## src/iac_regs.vh

```
// Constants for the interrupt acceptance and flag handling block
// Operation
// (RQ1) Cleared enable stays live until instruction ends
// (RQ2) Higher priority request wins at instruction end
// (RQ3) Flag clear takes effect after instruction ends
// (RQ4) Software masks interrupts while clearing enables
// (RQ5) Resolve priority before requesting the CPU
// (RQ6) After control instructions, run next instruction first
// (RQ7) Byte block move blocks all interrupts, NMI too
// (RQ8) Word block move blocks maskable interrupts only
// (RQ9) NMI in word move stops at transfer boundary
// (RQ10) Software retests remaining count after word move
// (RQ11) Pending flag intended clear: write zero after read
// (RQ12) Writing zero clears pending flag unconditionally
// (RQ13) Hardware-cleared flag clears on exception entry
// (RQ14) Zero write after auto clear avoids loss
// (RQ15) Software clears flag by byte read-modify-write
// (RQ16) Handler dummy-writes zero to own flag
// (RQ17) NMI always accepted (code holds NMI off in standby, byte moves and at control-instruction ends); disabled sources ignored
// (RQ18) Mask bit set admits only NMI
// (RQ19) Set wins over coincident software clear
// (RQ20) Status bit n reflects external interrupt n
`ifndef IAC_REGS_VH
`define IAC_REGS_VH
`define IAC_NUM_EXT 8
`define IAC_NUM_SRC 16
`define IAC_SRC_W 4
`define IAC_ADDR_STATUS 8'h00
`define IAC_ADDR_ENABLE 8'h04
`define IAC_ADDR_HWCLR 8'h08
`define IAC_ADDR_CTRL 8'h0C
`define IAC_ADDR_ACCEPT 8'h10
`define IAC_CTRL_MASK_BIT 0
`define IAC_STATUS_RST 8'h00
`define IAC_ENABLE_RST 8'h00
`define IAC_HWCLR_RST 8'h00
`define IAC_RESP_OKAY 2'b00
`define IAC_RESP_SLVERR 2'b10
`endif

```

## src/iac_accept_ctrl.v

```verilog
// Interrupt acceptance controller with AXI4-Lite register slave
`timescale 1ns/1ps
`default_nettype none
`include "iac_regs.vh"
module iac_accept_ctrl (
	input wire ref_clk_i,
	input wire reset_n_i,
	// AXI4-Lite slave
	input wire [7:0] s_axi_awaddr,
	input wire s_axi_awvalid,
	output wire s_axi_awready,
	input wire [31:0] s_axi_wdata,
	input wire [3:0] s_axi_wstrb,
	input wire s_axi_wvalid,
	output wire s_axi_wready,
	output reg [1:0] s_axi_bresp,
	output reg s_axi_bvalid,
	input wire s_axi_bready,
	input wire [7:0] s_axi_araddr,
	input wire s_axi_arvalid,
	output wire s_axi_arready,
	output reg [31:0] s_axi_rdata,
	output reg [1:0] s_axi_rresp,
	output reg s_axi_rvalid,
	input wire s_axi_rready,
	// External interrupt edges and internal source requests
	input wire [7:0] ext_irq_event_i,
	input wire [7:0] int_irq_req_i,
	input wire nmi_i,
	input wire standby_i,
	// CPU core status
	input wire instr_end_i,
	input wire ctrl_instr_i,
	input wire block_move_byte_i,
	input wire block_move_word_i,
	input wire xfer_boundary_i,
	input wire accept_i,
	// Request toward the CPU
	output wire cpu_irq_req_o,
	output reg [3:0] cpu_irq_src_o,
	output reg cpu_irq_nmi_o,
	output reg [7:0] ext_irq_status_reg_o
);
	// Source numbering: 0..7 external, 8..15 internal; lower wins
	// Register map, one byte lane used per word:
	//   status  - pending flags, a zero written clears that flag
	//   enable  - per-flag enable, applied when the instruction ends
	//   hwclr   - flags that clear themselves when their request is taken
	//   ctrl    - bit 0 is the CPU mask, set again on each maskable take
	//   accept  - source number of the last request the core took
	// Limitation: only lane 0 of a write is honoured; other lanes are
	// ignored, so a word write behaves like the byte write software uses.
	reg [7:0] enable_r;
	reg [7:0] enable_nxt;
	reg [7:0] hwclr_r;
	reg mask_r;
	reg [7:0] pend_clr_r;
	reg req_r;
	reg [3:0] last_src_r;
	reg aw_held_r;
	reg w_held_r;
	reg [7:0] aw_addr_r;
	reg [31:0] w_data_r;
	reg [3:0] w_strb_r;
	wire [7:0] flags;
	wire [7:0] sw_clr;
	wire [7:0] hw_clr;
	wire wr_fire;
	wire [15:0] req_vec;
	wire [15:0] live_vec;
	wire [3:0] sel_src;
	wire sel_valid;
	wire maskable_ok;
	wire nmi_ok;
	wire take;
	wire [4:0] pick;
	wire hold;
	wire ctrl_block;

	// Priority encoder, used only by source selection
	function [4:0] pick_first;
		input [15:0] v;
		integer i;
		begin
			pick_first = 5'h00;
			for (i = `IAC_NUM_SRC - 1; i >= 0; i = i - 1) begin
				if (v[i])
					pick_first = {1'b1, i[3:0]};
			end
		end
	endfunction

	// Address decode used by both write and read paths
	function [2:0] decode;
		input [7:0] a;
		begin
			case (a)
				`IAC_ADDR_STATUS: decode = 3'h1;
				`IAC_ADDR_ENABLE: decode = 3'h2;
				`IAC_ADDR_HWCLR: decode = 3'h3;
				`IAC_ADDR_CTRL: decode = 3'h4;
				`IAC_ADDR_ACCEPT: decode = 3'h5;
				default: decode = 3'h0;
			endcase
		end
	endfunction

	// Write channels: address and data taken in either order
	assign s_axi_awready = !aw_held_r && !s_axi_bvalid;
	assign s_axi_wready = !w_held_r && !s_axi_bvalid;
	assign wr_fire = aw_held_r && w_held_r;

	always @(posedge ref_clk_i) begin
		if (!reset_n_i) begin
			aw_held_r <= 1'b0;
			w_held_r <= 1'b0;
			aw_addr_r <= 8'h00;
			w_data_r <= 32'h0000_0000;
			w_strb_r <= 4'h0;
			s_axi_bvalid <= 1'b0;
			s_axi_bresp <= `IAC_RESP_OKAY;
		end else begin
			if (s_axi_awvalid && s_axi_awready) begin
				aw_held_r <= 1'b1;
				aw_addr_r <= s_axi_awaddr;
			end
			if (s_axi_wvalid && s_axi_wready) begin
				w_held_r <= 1'b1;
				w_data_r <= s_axi_wdata;
				w_strb_r <= s_axi_wstrb;
			end
			if (wr_fire) begin
				aw_held_r <= 1'b0;
				w_held_r <= 1'b0;
				s_axi_bvalid <= 1'b1;
				s_axi_bresp <= (decode(aw_addr_r) == 3'h0) ? `IAC_RESP_SLVERR : `IAC_RESP_OKAY;
			end else if (s_axi_bvalid && s_axi_bready)
				s_axi_bvalid <= 1'b0;
		end
	end

	// Software clear: any zero written into a status byte clears that flag,
	// no matter whether it was read as one first (the flaw software works around)
	assign sw_clr = (wr_fire && decode(aw_addr_r) == 3'h1 && w_strb_r[0]) ?
		~w_data_r[7:0] : 8'h00; // RQ11 RQ12 RQ14

	// Enable writes are held back until the current instruction ends
	always @* begin
		enable_nxt = enable_r;
		if (wr_fire && decode(aw_addr_r) == 3'h2 && w_strb_r[0])
			enable_nxt = w_data_r[7:0];
	end

	// Pending enable/flag updates are staged and released at instruction end
	reg [7:0] en_stage_r;
	reg en_stage_v_r;
	always @(posedge ref_clk_i) begin
		if (!reset_n_i) begin
			enable_r <= `IAC_ENABLE_RST;
			en_stage_r <= `IAC_ENABLE_RST;
			en_stage_v_r <= 1'b0;
			pend_clr_r <= 8'h00;
			hwclr_r <= `IAC_HWCLR_RST;
			mask_r <= 1'b1;
		end else begin
			if (wr_fire && decode(aw_addr_r) == 3'h2 && w_strb_r[0]) begin
				en_stage_r <= enable_nxt;
				en_stage_v_r <= 1'b1;
			end
			if (instr_end_i && en_stage_v_r) begin
				enable_r <= en_stage_r; // RQ1
				en_stage_v_r <= 1'b0;
			end
			// Flag clears also wait for the instruction to complete.
			// The store empties once applied, but a flag that sets again before
			// the instruction ends, in a later cycle than the write, is still cleared.
			if (instr_end_i)
				pend_clr_r <= 8'h00; // RQ3
			else
				pend_clr_r <= pend_clr_r | sw_clr;
			if (wr_fire && decode(aw_addr_r) == 3'h3 && w_strb_r[0])
				hwclr_r <= w_data_r[7:0];
			if (wr_fire && decode(aw_addr_r) == 3'h4 && w_strb_r[0])
				mask_r <= w_data_r[`IAC_CTRL_MASK_BIT];
			else if (take && !cpu_irq_nmi_o)
				mask_r <= 1'b1; // Acceptance masks further maskable requests
		end
	end

	// Flag store: staged clears land at instruction end; hw clear on entry
	assign hw_clr = (take && !cpu_irq_nmi_o && cpu_irq_src_o < 4'h8) ?
		(hwclr_r & (8'h01 << cpu_irq_src_o[2:0])) : 8'h00; // RQ13
	iac_pending_flags u_flags (
		.ref_clk_i(ref_clk_i),
		.reset_n_i(reset_n_i),
		.set_i(ext_irq_event_i),
		.sw_clr_i(instr_end_i ? (pend_clr_r | sw_clr) : 8'h00),
		.hw_clr_i(hw_clr),
		.flags_o(flags)
	);

	// Request vector: disabled sources are ignored
	assign req_vec = {int_irq_req_i, flags & enable_r}; // RQ17
	assign live_vec = req_vec;
	// One priority decision, shared by the valid bit and the source number
	assign pick = pick_first(live_vec);
	assign sel_valid = pick[4]; // RQ2 RQ5
	assign sel_src = pick[3:0];

	// A control instruction ending now hides this boundary from acceptance,
	// so the core always runs one more instruction before taking anything.
	// Kept combinational: a registered flag would block the wrong boundary.
	assign ctrl_block = instr_end_i && ctrl_instr_i; // RQ6

	// Gating: byte move holds off everything, word move only maskables
	assign maskable_ok = sel_valid && !mask_r && !ctrl_block && !block_move_byte_i &&
		!block_move_word_i && instr_end_i; // RQ7 RQ8 RQ18
	assign nmi_ok = nmi_i && !standby_i && !block_move_byte_i && !ctrl_block &&
		(block_move_word_i ? xfer_boundary_i : instr_end_i); // RQ9 RQ17

	// A raised request stands until the core takes it: the core takes only
	// at an instruction end or, for NMI, at a word-move transfer boundary,
	// which may be several cycles after the decision
	assign hold = req_r && !take;

	// Request is presented only after the priority decision is registered.
	// While waiting, a better source still replaces the one on show.
	always @(posedge ref_clk_i) begin
		if (!reset_n_i) begin
			cpu_irq_src_o <= 4'h0;
			cpu_irq_nmi_o <= 1'b0;
			last_src_r <= 4'h0;
		end else begin
			if (hold)
				cpu_irq_nmi_o <= cpu_irq_nmi_o || nmi_ok;
			else
				cpu_irq_nmi_o <= nmi_ok;
			if (!hold || sel_valid)
				cpu_irq_src_o <= sel_src; // RQ5
			if (take)
				last_src_r <= cpu_irq_src_o;
		end
	end

	// Request level toward the core, dropped the cycle after a take
	always @(posedge ref_clk_i) begin
		if (!reset_n_i)
			req_r <= 1'b0;
		else
			req_r <= hold || ((nmi_ok || maskable_ok) && !take);
	end
	assign cpu_irq_req_o = req_r;
	assign take = req_r && accept_i;

	// Status mirror for the CPU side
	always @(posedge ref_clk_i) begin
		if (!reset_n_i)
			ext_irq_status_reg_o <= `IAC_STATUS_RST;
		else
			ext_irq_status_reg_o <= flags; // RQ20
	end

	// Read channel: one read at a time, registered data
	assign s_axi_arready = !s_axi_rvalid;
	always @(posedge ref_clk_i) begin
		if (!reset_n_i) begin
			s_axi_rvalid <= 1'b0;
			s_axi_rdata <= 32'h0000_0000;
			s_axi_rresp <= `IAC_RESP_OKAY;
		end else if (s_axi_arvalid && s_axi_arready) begin
			s_axi_rvalid <= 1'b1;
			s_axi_rresp <= `IAC_RESP_OKAY;
			case (decode(s_axi_araddr))
				3'h1: s_axi_rdata <= {24'h000000, flags};
				3'h2: s_axi_rdata <= {24'h000000, enable_r};
				3'h3: s_axi_rdata <= {24'h000000, hwclr_r};
				3'h4: s_axi_rdata <= {31'h00000000, mask_r};
				3'h5: s_axi_rdata <= {28'h0000000, last_src_r};
				default: begin
					s_axi_rdata <= 32'h0000_0000;
					s_axi_rresp <= `IAC_RESP_SLVERR;
				end
			endcase
		end else if (s_axi_rvalid && s_axi_rready)
			s_axi_rvalid <= 1'b0;
	end
endmodule // iac_accept_ctrl
`default_nettype wire

```

## src/iac_pending_flags.v

```verilog
// Pending flag store for the external interrupts
`timescale 1ns/1ps
`default_nettype none
`include "iac_regs.vh"
module iac_pending_flags (
	input wire ref_clk_i,
	input wire reset_n_i,
	input wire [7:0] set_i,
	input wire [7:0] sw_clr_i,
	input wire [7:0] hw_clr_i,
	output reg [7:0] flags_o
);
	genvar g;
	// Each flag: set beats any clear in the same cycle
	generate
		for (g = 0; g < `IAC_NUM_EXT; g = g + 1) begin : g_flag
			always @(posedge ref_clk_i) begin
				if (!reset_n_i)
					flags_o[g] <= 1'b0;
				else if (set_i[g])
					flags_o[g] <= 1'b1; // RQ19 RQ20
				else if (sw_clr_i[g] || hw_clr_i[g])
					flags_o[g] <= 1'b0; // RQ12 RQ13
			end
		end
	endgenerate
endmodule // iac_pending_flags
`default_nettype wire

```

## config.mk

```make
export PLATFORM = sky130hd
export DESIGN_NAME = iac_accept_ctrl
export DESIGN_NICKNAME = d
export VERILOG_FILES = /design/src/iac_accept_ctrl.v /design/src/iac_pending_flags.v
export VERILOG_INCLUDE_DIRS = /design/src
export SDC_FILE = /design/constraint.sdc
export NUM_CORES = 1
export LEC_CHECK = 0
export ABC_AREA = 1
export BUFFER_PORTS_ARGS = -buffer_cell sky130_fd_sc_hd__buf_2
export CAP_MARGIN = 20
export CORE_MARGIN = 1
export CORE_UTILIZATION = 45
export CTS_BUF_LIST = sky130_fd_sc_hd__clkbuf_4
export DETAILED_ROUTE_END_ITERATION = 10
export GPL_ROUTABILITY_DRIVEN = 0
export PLACE_DENSITY = 0.69
export SYNTH_ARGS = -nofsm -noshare
export SYNTH_HDL_FRONTEND = slang
export SYNTH_SLANG_ARGS = --single-unit
```

## constraint.sdc

```tcl
create_clock -name ref_clk_i -period 3.2 [get_ports ref_clk_i]
set_input_delay 0.64 -clock ref_clk_i [delete_from_list [all_inputs] [get_ports ref_clk_i]]
set_output_delay 0.64 -clock ref_clk_i [all_outputs]
set_load 0.02 [all_outputs]
```

## Word-level counts from Yosys, hierarchy flattened

Cells that the tools add are included.

| operators by class | value |
|---|---|
| order comparisons | 1 |
| equal/unequal tests | 18 |
| shift operators | 1 |
| multiplexer cells | 54 |
| bitwise logic cells | 5 |
| reduce and logical (&&, ||, !) cells | 76 |

Operators with widths:

| cell | count |
|---|---|
| 5-bit two-way mux | 16 |
| 8-bit one-hot mux with 5 select lines | 1 |
| 1-bit logical AND | 34 |
| 8-bit by 4-bit == test with 1-bit output, second input constant | 4 |
| 8-bit two-way mux | 4 |
| 3-bit one-hot mux with 5 select lines | 2 |
| 1-bit two-way mux | 24 |
| 2-bit nonzero test | 11 |
| 8-bit AND | 2 |
| 8-bit by 3-bit == test with 1-bit output, second input constant | 2 |
| 8-bit by 5-bit == test with 1-bit output, second input constant | 2 |
| 8-bit zero test | 2 |
| 3-bit by 2-bit == test with 1-bit output, second input constant | 5 |
| 3-bit two-way mux | 5 |
| 1-bit zero test | 12 |
| 1-bit logical OR | 12 |
| 3-bit == test, second input constant | 3 |
| 8-bit NOT | 1 |
| 8-bit OR | 1 |
| 1-bit by 3-bit left shift with 8-bit output, first input constant | 1 |
| 3-bit by 1-bit == test with 1-bit output, second input constant | 2 |
| 2-bit OR reduction | 3 |
| 5-bit OR reduction | 1 |
| 4-bit < comparator, second input constant | 1 |
| 3 further kinds | 4 |

| storage, ports and cells | value |
|---|---|
| flip-flop bits (word level) | 117 |
| input port bits | 83 |
| output and inout port bits | 55 |
| word-level logic and storage cells | 184 |

## Longest topological paths before layout

Gate-level depths: netlist of run 1.

| depth | value |
|---|---|
| word-level depth | 24 |
| mapped depth | 17 |
| gate-level depth less buffers | 17 |

## Modules after synthesis

Synthesis of run 1 repeated with hierarchy kept, for this count alone.

| unflattened totals | value |
|---|---|
| cell total of the unflattened synthesis | 581 |
| area total of the unflattened synthesis | 4101.4 um^2 |

By module, submodules not included:

| module | times used | cells an instance | area each (um^2) | seq. area each (um^2) |
|---|---|---|---|---|
| iac_accept_ctrl | 1 | 532 | 3767.4 | 1661.6 |
| iac_pending_flags | 1 | 49 | 334.1 | 160.2 |

## Least setup slack after synthesis of run 1

No wires, ideal clock.

| path | value |
|---|---|
| path type | input port to flip-flop |
| start point | input port s_axi_araddr[1] |
| end point | register s_axi_rdata[2] |
| setup time | 134 ps |
| arrival | 1544 ps |
| data required time | 3066 ps |
| path slack | 1522 ps |
| stages | 10 |
| buffers on the path | 0 |
| cells stage by stage | nor2_1 nand3_1 nor4_4 inv_2 nand4_1 inv_2 nand2_1 nand4_1 nand2_1 a21oi_1 |

| on the way | value |
|---|---|
| cells in the longest elaborated chain, start to end | 6 |
| elaborated cells between the ends (all ways) | 14 |
| classes of those cells | eq/ne: 9; mux: 4; reduce/logical: 1 |

RTL lines:

| what | line | text |
|---|---|---|
| start: declaration | iac_accept_ctrl.v:19 | `input wire [7:0] s_axi_araddr,` |
| 8-bit by 5-bit == test with 1-bit output (tied with other cells) | iac_accept_ctrl.v:97 | `case (a)` |
| 3-bit one-hot mux with 5 select lines * | iac_accept_ctrl.v:97 |  |
| 3-bit two-way mux * | iac_accept_ctrl.v:270 | `end else if (s_axi_arvalid && s_axi_arready) begin` |
| 3-bit two-way mux * | iac_accept_ctrl.v:266 | `if (!reset_n_i) begin` |
| 3-bit == test (tied with other cells) | iac_accept_ctrl.v:273 | `case (decode(s_axi_araddr))` |
| 8-bit one-hot mux with 5 select lines * | iac_accept_ctrl.v:273 |  |
| end signal: assignment | iac_accept_ctrl.v:274 | `3'h1: s_axi_rdata <= {24'h000000, flags};` |
| end signal: assignment | iac_accept_ctrl.v:275 | `3'h2: s_axi_rdata <= {24'h000000, enable_r};` |
| end signal: assignment | iac_accept_ctrl.v:276 | `3'h3: s_axi_rdata <= {24'h000000, hwclr_r};` |
| end: declaration | iac_accept_ctrl.v:22 | `output reg [31:0] s_axi_rdata,` |

Mark *: on every way between the ends. The rest lies on a longest branch, timed or not. The select of a mux whose other input is x is not followed.
A chain may end at the register's enable or synchronous reset.

## Worst setup path after layout of run 1

| path | value |
|---|---|
| start point | register cpu_irq_src_o[2] |
| end point | output port cpu_irq_src_o[2] |

RTL lines:

| what | line | text |
|---|---|---|
| start: declaration | iac_accept_ctrl.v:40 | `output reg [3:0] cpu_irq_src_o,` |
| start signal: assignment | iac_accept_ctrl.v:239 | `cpu_irq_src_o <= sel_src;` |

No word-level cell between the ends.

==> flow_summary.ini, run 1 <==
[yosys]
synth_area_um2 = 4217
synthCells = 573
synth-seq-area-share_pct = 43.20
yosys.cell_types.count = 45
syn_avg_cell_area_um2 = 7.359
ys_ff_latch = 91
ys_warn_count = 0

[die]
io_pins = 138
start_util_pct = 47.42
rows = 34
die_h_um = 98.80
core-area_um2 = 8891
die_area_um2 = 9761
die_x_um = 98.80

[grt]
grt_pass1_wl_um = 15500
grt_max_degree = 61
grt_pass1_vias = 3386
antenna_found_initial = 0
grt_overflow_total = 0
track_usage_pct = 20.02

[setup_path]
crit_arrival_ns = 1.16
cp.required_ns = 2.56
crit-reg2reg-launch = u_flags.flags_o[2]
crit_chain = buf_2
cp.buffers_inverters = 1
cp-start-kind = flop
crit_slowest_cell = dfxtp_1
crit_fanout = 7
critPathKind = reg2out
crit_family = flip-flops
max_stage_delay_ns = 0.50
setup.worst_path.start = cpu_irq_src_o[2]
critPathCaptureType = primary output

[power_and_ir_drop]
power_density_nw_per_um2 = 430.0
p_total_w = 0.002031
leakagePower_nw = 2.212
worst_ir_drop_vdd_mv = 0.2161

[drt]
ant_nets = 0
routed_via_density = 4.819
drt_iter0_markers = 124
first_pass_iters = 4
routed_wl_um = 9348
vias = 3696
routedWlPerCell_um = 12.19
drc = 0

[layout]
syn_to_final_growth_pct = 12.02
layout-drive-gt1-share_pct = 23.22
final_cells = 767
antennaDiodeCount = 0
post-route-util_pct = 53.12
final_nets = 737

[cts]
path_clk_slew_ns = 0.13
cts_buffers = 9
cts-root-buf = clkbuf_4
insertion_delay_ns = 0.43
ctsHoldBuffers = 0
cts_tree = built
h-tree-depth = 3
cts_max_path_buffers = 2
cts_setup_buffers = 0
cts_num_sinks = 91
cts_resized = 0

[placement]
place_inst = 751
hpwlAfterDp_um = 7193
io_buffers = 84

[sta]
worst_pin_slew_ns = 0.5337
rsz0062_at_grt = no
setup-tns-final_ns = 0
hold_viol = 0
whs_ns = 0.4029
slew_headroom_pct = 64.42
fmax_mhz = 555.9
fin_worst_skew_ns = 0.007252
setup_viol = 0
fin_crit_ns = 1.799
period_share_pct = 56.22
finalMaxSlewViolations = 0

[outcome]
status = finished clean

[hold_path]
worstHoldPathType = in2reg
worstHoldStart = ext_irq_event_i[6]

[flow_run]
max_cap_viol_count = 0
## placed cells by master (no fill, tap or decap), types with 2 or more instances in the layout
master    count
buf_2        84
inv_4         2
clkbuf_4     11
nand3_2       4
o21ai_1      24
a31oi_1       6
nand4_4       2
o21ai_2       2
nand2_1     111
nor2_1       90
nand3_1      13
inv_2        10
nor2_2       21
o21ai_0      31
nor3_4        2
clkinv_1      5
conb_1       26
inv_1        57
dfxtp_1      91
nand4_1      14
a21oi_1      26
nor2_4        4
## registers in the layout, summed over array words and instances, names as in the netlist, 4 cells and up
signal                flops
en_stage_r                8
enable_r                  8
hwclr_r                   8
cpu_irq_src_o             4
last_src_r                4
ext_irq_status_reg_o      8
aw_addr_r                 8
u_flags.flags_o           8
s_axi_rdata               8
pend_clr_r                8
w_data_r                  8
## cells by family (layout without fill, tap and decap cells)
group                  Yosys count  in the layout  synth area share, %
and+or+nand+nor                272            272                31.22
buffers and inverters          111            172                12.55
AOI/OAI and AO/OA               98             98                12.94
DFF                             91             91                43.20
other                            1             26              0.08894
## worst register-to-register path, cell delays in order (launching register included)
cell and delay, ns:
dfxtp_1 0.38, nand2_1 0.10, nand2_1 0.07, nor2_1 0.15
inv_1 0.05, nor2_1 0.19, nand2_1 0.14, nor3_2 0.24
nand2_1 0.08, a21oi_1 0.15
## layout make-up
type	count	area [um2]
Tap cell	108	135.1
Timing Repair Buffer	85	427.9
Clock buffer	11	82.58
Multi-Input combinational cell	396	1959
Fill cell	890	4168
Clock inverter	5	20.02
Inverter	71	276.5
Sequential cell	91	1822
## final timing paths
kind / depth (start not counted) / slack (ns) / endpoint
worst min-delay path: 3 / 0.40 / u_flags.flags_o[6]
worst min register to register: 2 / 0.48 / s_axi_rdata[1]
worst max register to register: 9 / 1.58 / cpu_irq_src_o[0]
worst max-delay path: 1 / 1.40 / cpu_irq_src_o[2]
## stage by stage
step | area, um2 | setup WS [ns]
2_1_floorplan | 4310 | 1.522
3_3_place_gp | 4621 | 1.070
3_5_place_dp | 4621 | 1.013
4_1_cts | 4723 | 1.405
5_1_grt | 4723 | 1.299
6_report | 4723 | 1.401
## Yosys cell counts (all sizes together)
master	n	area [um2]
nor2	116	534.3
nand2	112	427.9
dfxtp	91	1822
inv	69	264.0
o21ai	57	292.8
a21oi	28	155.2
buf	28	206.4
nand3	18	122.6
nand4	16	130.1
clkbuf	12	46.29
a31oi	6	37.54
nor3	4	47.54
clkinv	2	12.51
nor4	2	27.53
or2	2	12.52
a311oi	1	8.760
and3	1	6.260
conb	1	3.750
nor3b	1	7.510
o2111ai	1	8.760
o211a	1	10.01
o21a	1	7.510
o21bai	1	7.510
o311ai	1	8.760
o41ai	1	8.760
## report_power, final
| group | switching (W) | total, W | internal [W] |
|---|---|---|---|
| logic | 0.000190 | 0.000282 | 0.0000922 |
| registers | 0.0000431 | 0.00122 | 0.00118 |
| clock network | 0.000361 | 0.000528 | 0.000167 |
| total | 0.000594 | 0.00203 | 0.00144 |
## metal layers
| layer | share of wire, % | track usage [%] | vias up | wire, um |
|---|---|---|---|---|
| met5 | 0 | 0 | - | 0 |
| met4 | 1.8 | 8.266 | 0 | 167 |
| met3 | 4.6 | 3.121 | 13 | 428 |
| met2 | 46 | 33.14 | 101 | 4309 |
| met1 | 48 | 26.04 | 1644 | 4443 |
| li1 | - | - | 1938 | - |
Power figures use the tool's default switching activity.
==> run 2, diff against run 1 <==
clock period = 1.9 ns   (was 3.2 ns; I/O delays follow)
==> run 2 against run 1 <==
Against the previous run: count of clock-buffer cells in the layout is 1 lower; cell area is 1.4% higher; combinational power is 69% higher; critical path type is now reg2reg.
==> flow_summary.ini, run 2 (synthesis results as in run 1) <==
[outcome]
status = finished clean

[grt]
grt_pass1_vias = 3437
track_usage_pct = 19.82
antenna_found_initial = 0
grt_max_degree = 32
grt_overflow_total = 0
grt_pass1_wl_um = 15450

[power_and_ir_drop]
power_density_nw_per_um2 = 770.3
p_seq_share_pct = 55.7
netSwitchingFraction_pct = 27.39
leakagePower_nw = 2.243
worst_ir_drop_vdd_mv = 0.4029
p_comb_share_pct = 12.9
internal-power_w = 0.002679
power_switching_w = 0.001011
clkPwrFrac_pct = 31.4
p_total_w = 0.003690

[drt]
ant_nets = 0
drt_iter0_markers = 116
routed_wl_um = 9227
routed_via_density = 4.811
vias = 3700
routedWlPerCell_um = 12.00
drc = 0
first_pass_iters = 4

[setup_path]
rr_endpoint = cpu_irq_src_o[0]
crit_arrival_ns = 1.99
crit_end = cpu_irq_src_o[0]
critPathKind = reg2reg
cp-start-kind = flop
critPathCaptureType = flop
r2r_cells = 9
setup.worst_path.start = u_flags.flags_o[7]
cp.required_ns = 2.28
crit_fanout = 4
crit-reg2reg-launch = u_flags.flags_o[7]
r2r_slack_ns = 0.29

[die]
start_util_pct = 47.42
die_x_um = 98.80
core-area_um2 = 8891
io_pins = 138
die_h_um = 98.80
die_area_um2 = 9761
rows = 34

[placement]
place_inst = 753
hpwlAfterDp_um = 7274
io_buffers = 84

[layout]
layout_common_cells = nand2_1 (111), dfxtp_1 (91), nor2_1 (90)
nFillCells = 905
final_nets = 739
antennaDiodeCount = 0
layout-drive-gt1-share_pct = 23.75
syn_to_final_growth_pct = 13.62
final_common_cell = nand2_1
final_cells = 769

[cts]
cts_buffers = 9
ctsHoldBuffers = 0
path_clk_slew_ns = 0.13
cts_setup_buffers = 0
cts_resized = 0
cts_num_sinks = 91
cts-root-buf = clkbuf_4
cts_max_path_buffers = 2
insertion_delay_ns = 0.44
h-tree-depth = 3
cts_tree = built

[sta]
hold_viol = 0
fin_worst_skew_ns = 0.01387
whs_ns = 0.1461
fmax_mhz = 620.7
rsz0062_at_grt = no
setup_viol = 0
finalMaxSlewViolations = 0
fin_crit_ns = 1.611
period_share_pct = 84.79

[flow_run]
max_cap_viol_count = 0

[hold_path]
worstHoldPathType = in2reg
## run 2: cell count changes in the layout (fill, tap and decap cells not counted), sizes merged
cell	change
buf	+2
bufinv	+2
clkbuf	-1
clkinv	-2
clkinvlp	+1
## run 2: power by group through the flow
| stage | Clock (W) | Sequential [W] | Combinational [W] |
|---|---|---|---|
| after global placement | 0 | 0.00209 | 0.000469 |
| after floorplan | 0 | 0.00210 | 0.000361 |
| after CTS | 0.00119 | 0.00206 | 0.000482 |
| after detailed placement | 0 | 0.00210 | 0.000481 |
| final | 0.00116 | 0.00205 | 0.000477 |
| after global routing | 0.00127 | 0.00207 | 0.000533 |
## run 2: worst max-delay path, cell delays in order (launching register included)
cell	delay, ns
dfxtp_1	0.37
nand2_1	0.09
nand2_1	0.07
nor2_1	0.13
inv_1	0.06
nor2_1	0.22
nand2_1	0.14
nor3_2	0.25
nand2_1	0.08
a21oi_1	0.14
## run 2: worst min path at each step
stage                  startpoint                       to  depth (start not counted)
4_1_cts        ext_irq_event_i[6]       u_flags.flags_o[6]                          3
5_1_grt        ext_irq_event_i[6]       u_flags.flags_o[6]                          3
3_3_place_gp       s_axi_rdata[1]           s_axi_rdata[1]                          2
2_1_floorplan  u_flags.flags_o[2]  ext_irq_status_reg_o[2]                          2
6_report       ext_irq_event_i[4]       u_flags.flags_o[4]                          3
3_5_place_dp       s_axi_rdata[2]           s_axi_rdata[2]                          2
## run 2: per-layer routing
layer	part of all wire, %	global-route usage (%)	vias to the layer above
li1	-	-	1945
met1	47	24.54	1644
met2	47	34.48	104
met3	4.8	4.610	7
met4	1.1	5.396	0
met5	0	0	-
## run 2: cell type report
type,instances,area [um2],area share [%]
multi-input combinational,396,1959,40.90
sequential,91,1822,38.03
timing repair buffer,87,442.9,9.245
inverter,71,276.5,5.772
tap,108,135.1,2.821
clock inverter,6,80.08,1.671
clock buffer,10,75.07,1.567
## run 2: metrics by stage
stage	utilization, %	cell area (um2)	setup TNS, ns	setup WS [ns]
floorplan	-	4310	0	0.4662
CTS	53.88	4791	0	0.3016
detailed placement	52.14	4636	-0.01780	-0.008434
global placement	52.14	4636	0	0.04203
global route	53.88	4791	0	0.1164
finish	53.88	4791	0	0.2890
==> run 3, diff against run 2 <==
PLACE_DENSITY = 0.72   (was 0.69)
clock period = 1.35 ns   (was 1.9 ns; I/O delays follow)
==> run 3 against run 2 <==
Against the previous run: the flow now finishes with violations (setup timing); cell area up 13%; power up 47%; routed wire length up 9.9%; global-route usage up 2.2 points; sequential power up 41%; combinational power up 81%; highest routed layer unchanged; clock skew up 0.0024 ns; count of clock-buffer cells in the layout up 1; non-clock buffer count up 58; core utilization up 7.3 points.
==> flow_summary.ini, run 3 (synthesis results as in run 1) <==
[outcome]
status = complete, but fails checks
violations = setup timing

[sta]
finalMaxSlewViolations = 0
whs_ns = 0.05677
fmax_mhz = 638.0
period_share_pct = 116.1
hold_viol = 0
worst_slack_ns = -0.2173
fin_worst_skew_ns = 0.01628
fin_crit_ns = 1.567
rsz0062_at_grt = yes
setup_viol = 32

[setup_path]
r2r_slack_ns = -0.22
critPathKind = reg2reg
cp-start-kind = flop
cp.required_ns = 1.67
critPathCaptureType = flop
crit_fanout = 5
crit_arrival_ns = 1.89

[grt]
grt_pass1_wl_um = 17330
grt_max_degree = 25
grt_pass1_vias = 3795
antenna_found_initial = 0
grt_overflow_total = 0
track_usage_pct = 21.98

[drt]
ant_nets = 0
wl_met1_um = 4624
wl_met3_um = 546
routed_via_density = 4.813
routed-wl-met2_um = 4749
drc = 0
routed_wl_um = 10140
drt_iter0_markers = 157
vias = 3985
first_pass_iters = 4
top_layer_used = met4
routedWlPerCell_um = 12.24

[power_and_ir_drop]
internal-power_w = 0.003934
power_switching_w = 0.001497
p_seq_share_pct = 53.2
netSwitchingFraction_pct = 27.57
clkPwrFrac_pct = 30.8
leakagePower_nw = 2.586
p_comb_share_pct = 15.9
worst_ir_drop_vdd_mv = 0.6457
power_density_nw_per_um2 = 999.1

[die]
rows = 34
die_x_um = 98.80
io_pins = 138
die_h_um = 98.80
start_util_pct = 47.42
core-area_um2 = 8891
die_area_um2 = 9761

[hold_path]
worstHoldPathType = in2reg

[layout]
layout-drive-gt1-share_pct = 36.67
final_nets = 798
final_common_cell = nand2_1
antennaDiodeCount = 0
layout_common_cells = nand2_1 (97), nor2_1 (85), buf_2 (82)
syn_to_final_growth_pct = 28.93

[cts]
insertion_delay_ns = 0.42
cts_num_sinks = 91
cts_tree = built
cts-root-buf = clkbuf_4
h-tree-depth = 3
cts_buffers = 9
path_clk_slew_ns = 0.14
cts_max_path_buffers = 2

[placement]
hpwlAfterDp_um = 7663
io_buffers = 84
place_ws_ns = -0.4561

[flow_run]
max_cap_viol_count = 0
[run 3: final timing paths]
| path | startpoint | depth (start not counted) | to |
|---|---|---|---|
| max | aw_addr_r[6] | 11 | u_flags.flags_o[5] |
| min | ext_irq_event_i[5] | 3 | u_flags.flags_o[5] |
| max reg2reg | aw_addr_r[6] | 11 | u_flags.flags_o[5] |
| min reg2reg | s_axi_rdata[4] | 2 | s_axi_rdata[4] |
[run 3: per-stage QoR]
stage          instance area [um2]  instances  utilization, %  total power (W)  TNS [ns]
6_report                      5436        828           61.15         0.005432    -4.131
5_1_grt                       5436        828           61.15         0.005706    -8.187
4_1_cts                       5373        825           60.43         0.005448    -4.701
3_5_place_dp                  5014        801           56.39         0.003739    -6.296
3_3_place_gp                  5014        801           56.39         0.003714    -4.721
2_1_floorplan                 4328        598               -         0.003475   -0.4886
[run 3: worst max-delay path, cell delays in order, from the launching register on]
cell and delay, ns:
dfxtp_1 0.33, inv_2 0.07, nand3_4 0.09, nor2_4 0.11, nand2_4 0.07, inv_4 0.08, nand4_4 0.12, buf_6 0.17
o21ai_2 0.14, nand2_1 0.09, a31oi_1 0.15, nor2_1 0.05
[run 3: timing repair]
item / 4_1_cts / 5_1_grt
buffers inserted: 9 / 3
cloned: 0 / 1
hold buffers: 0 / 0
resized for setup: 52 / 12
pin swaps: 15 / 10
endpoints found under the setup margin: 38 / 52
[run 3: final cells by class]
class | count | area [um2]
clock buffers | 11 | 82.58
clock inverters | 5 | 77.57
fillers | 793 | 3455
inverters | 71 | 282.8
multi-input cells | 397 | 2102
flip-flops and latches | 91 | 1847
well taps | 108 | 135.1
repair buffers | 145 | 909.6
[run 3: per-layer routing]
metal | vias up | track usage, %
met5 | - | 0
met4 | 0 | 8.496
met3 | 22 | 3.404
met2 | 146 | 36.90
met1 | 1757 | 28.42
li1 | 2060 | -
[run 3: power by group through the flow]
stage / Combinational [W] / Clock [W] / Sequential [W]
detailed placement: 0.000799 / 0 / 0.00294
global route: 0.000956 / 0.00184 / 0.00291
floorplan: 0.000512 / 0 / 0.00296
CTS: 0.000841 / 0.00172 / 0.00289
global placement: 0.000779 / 0 / 0.00293
finish: 0.000865 / 0.00167 / 0.00289
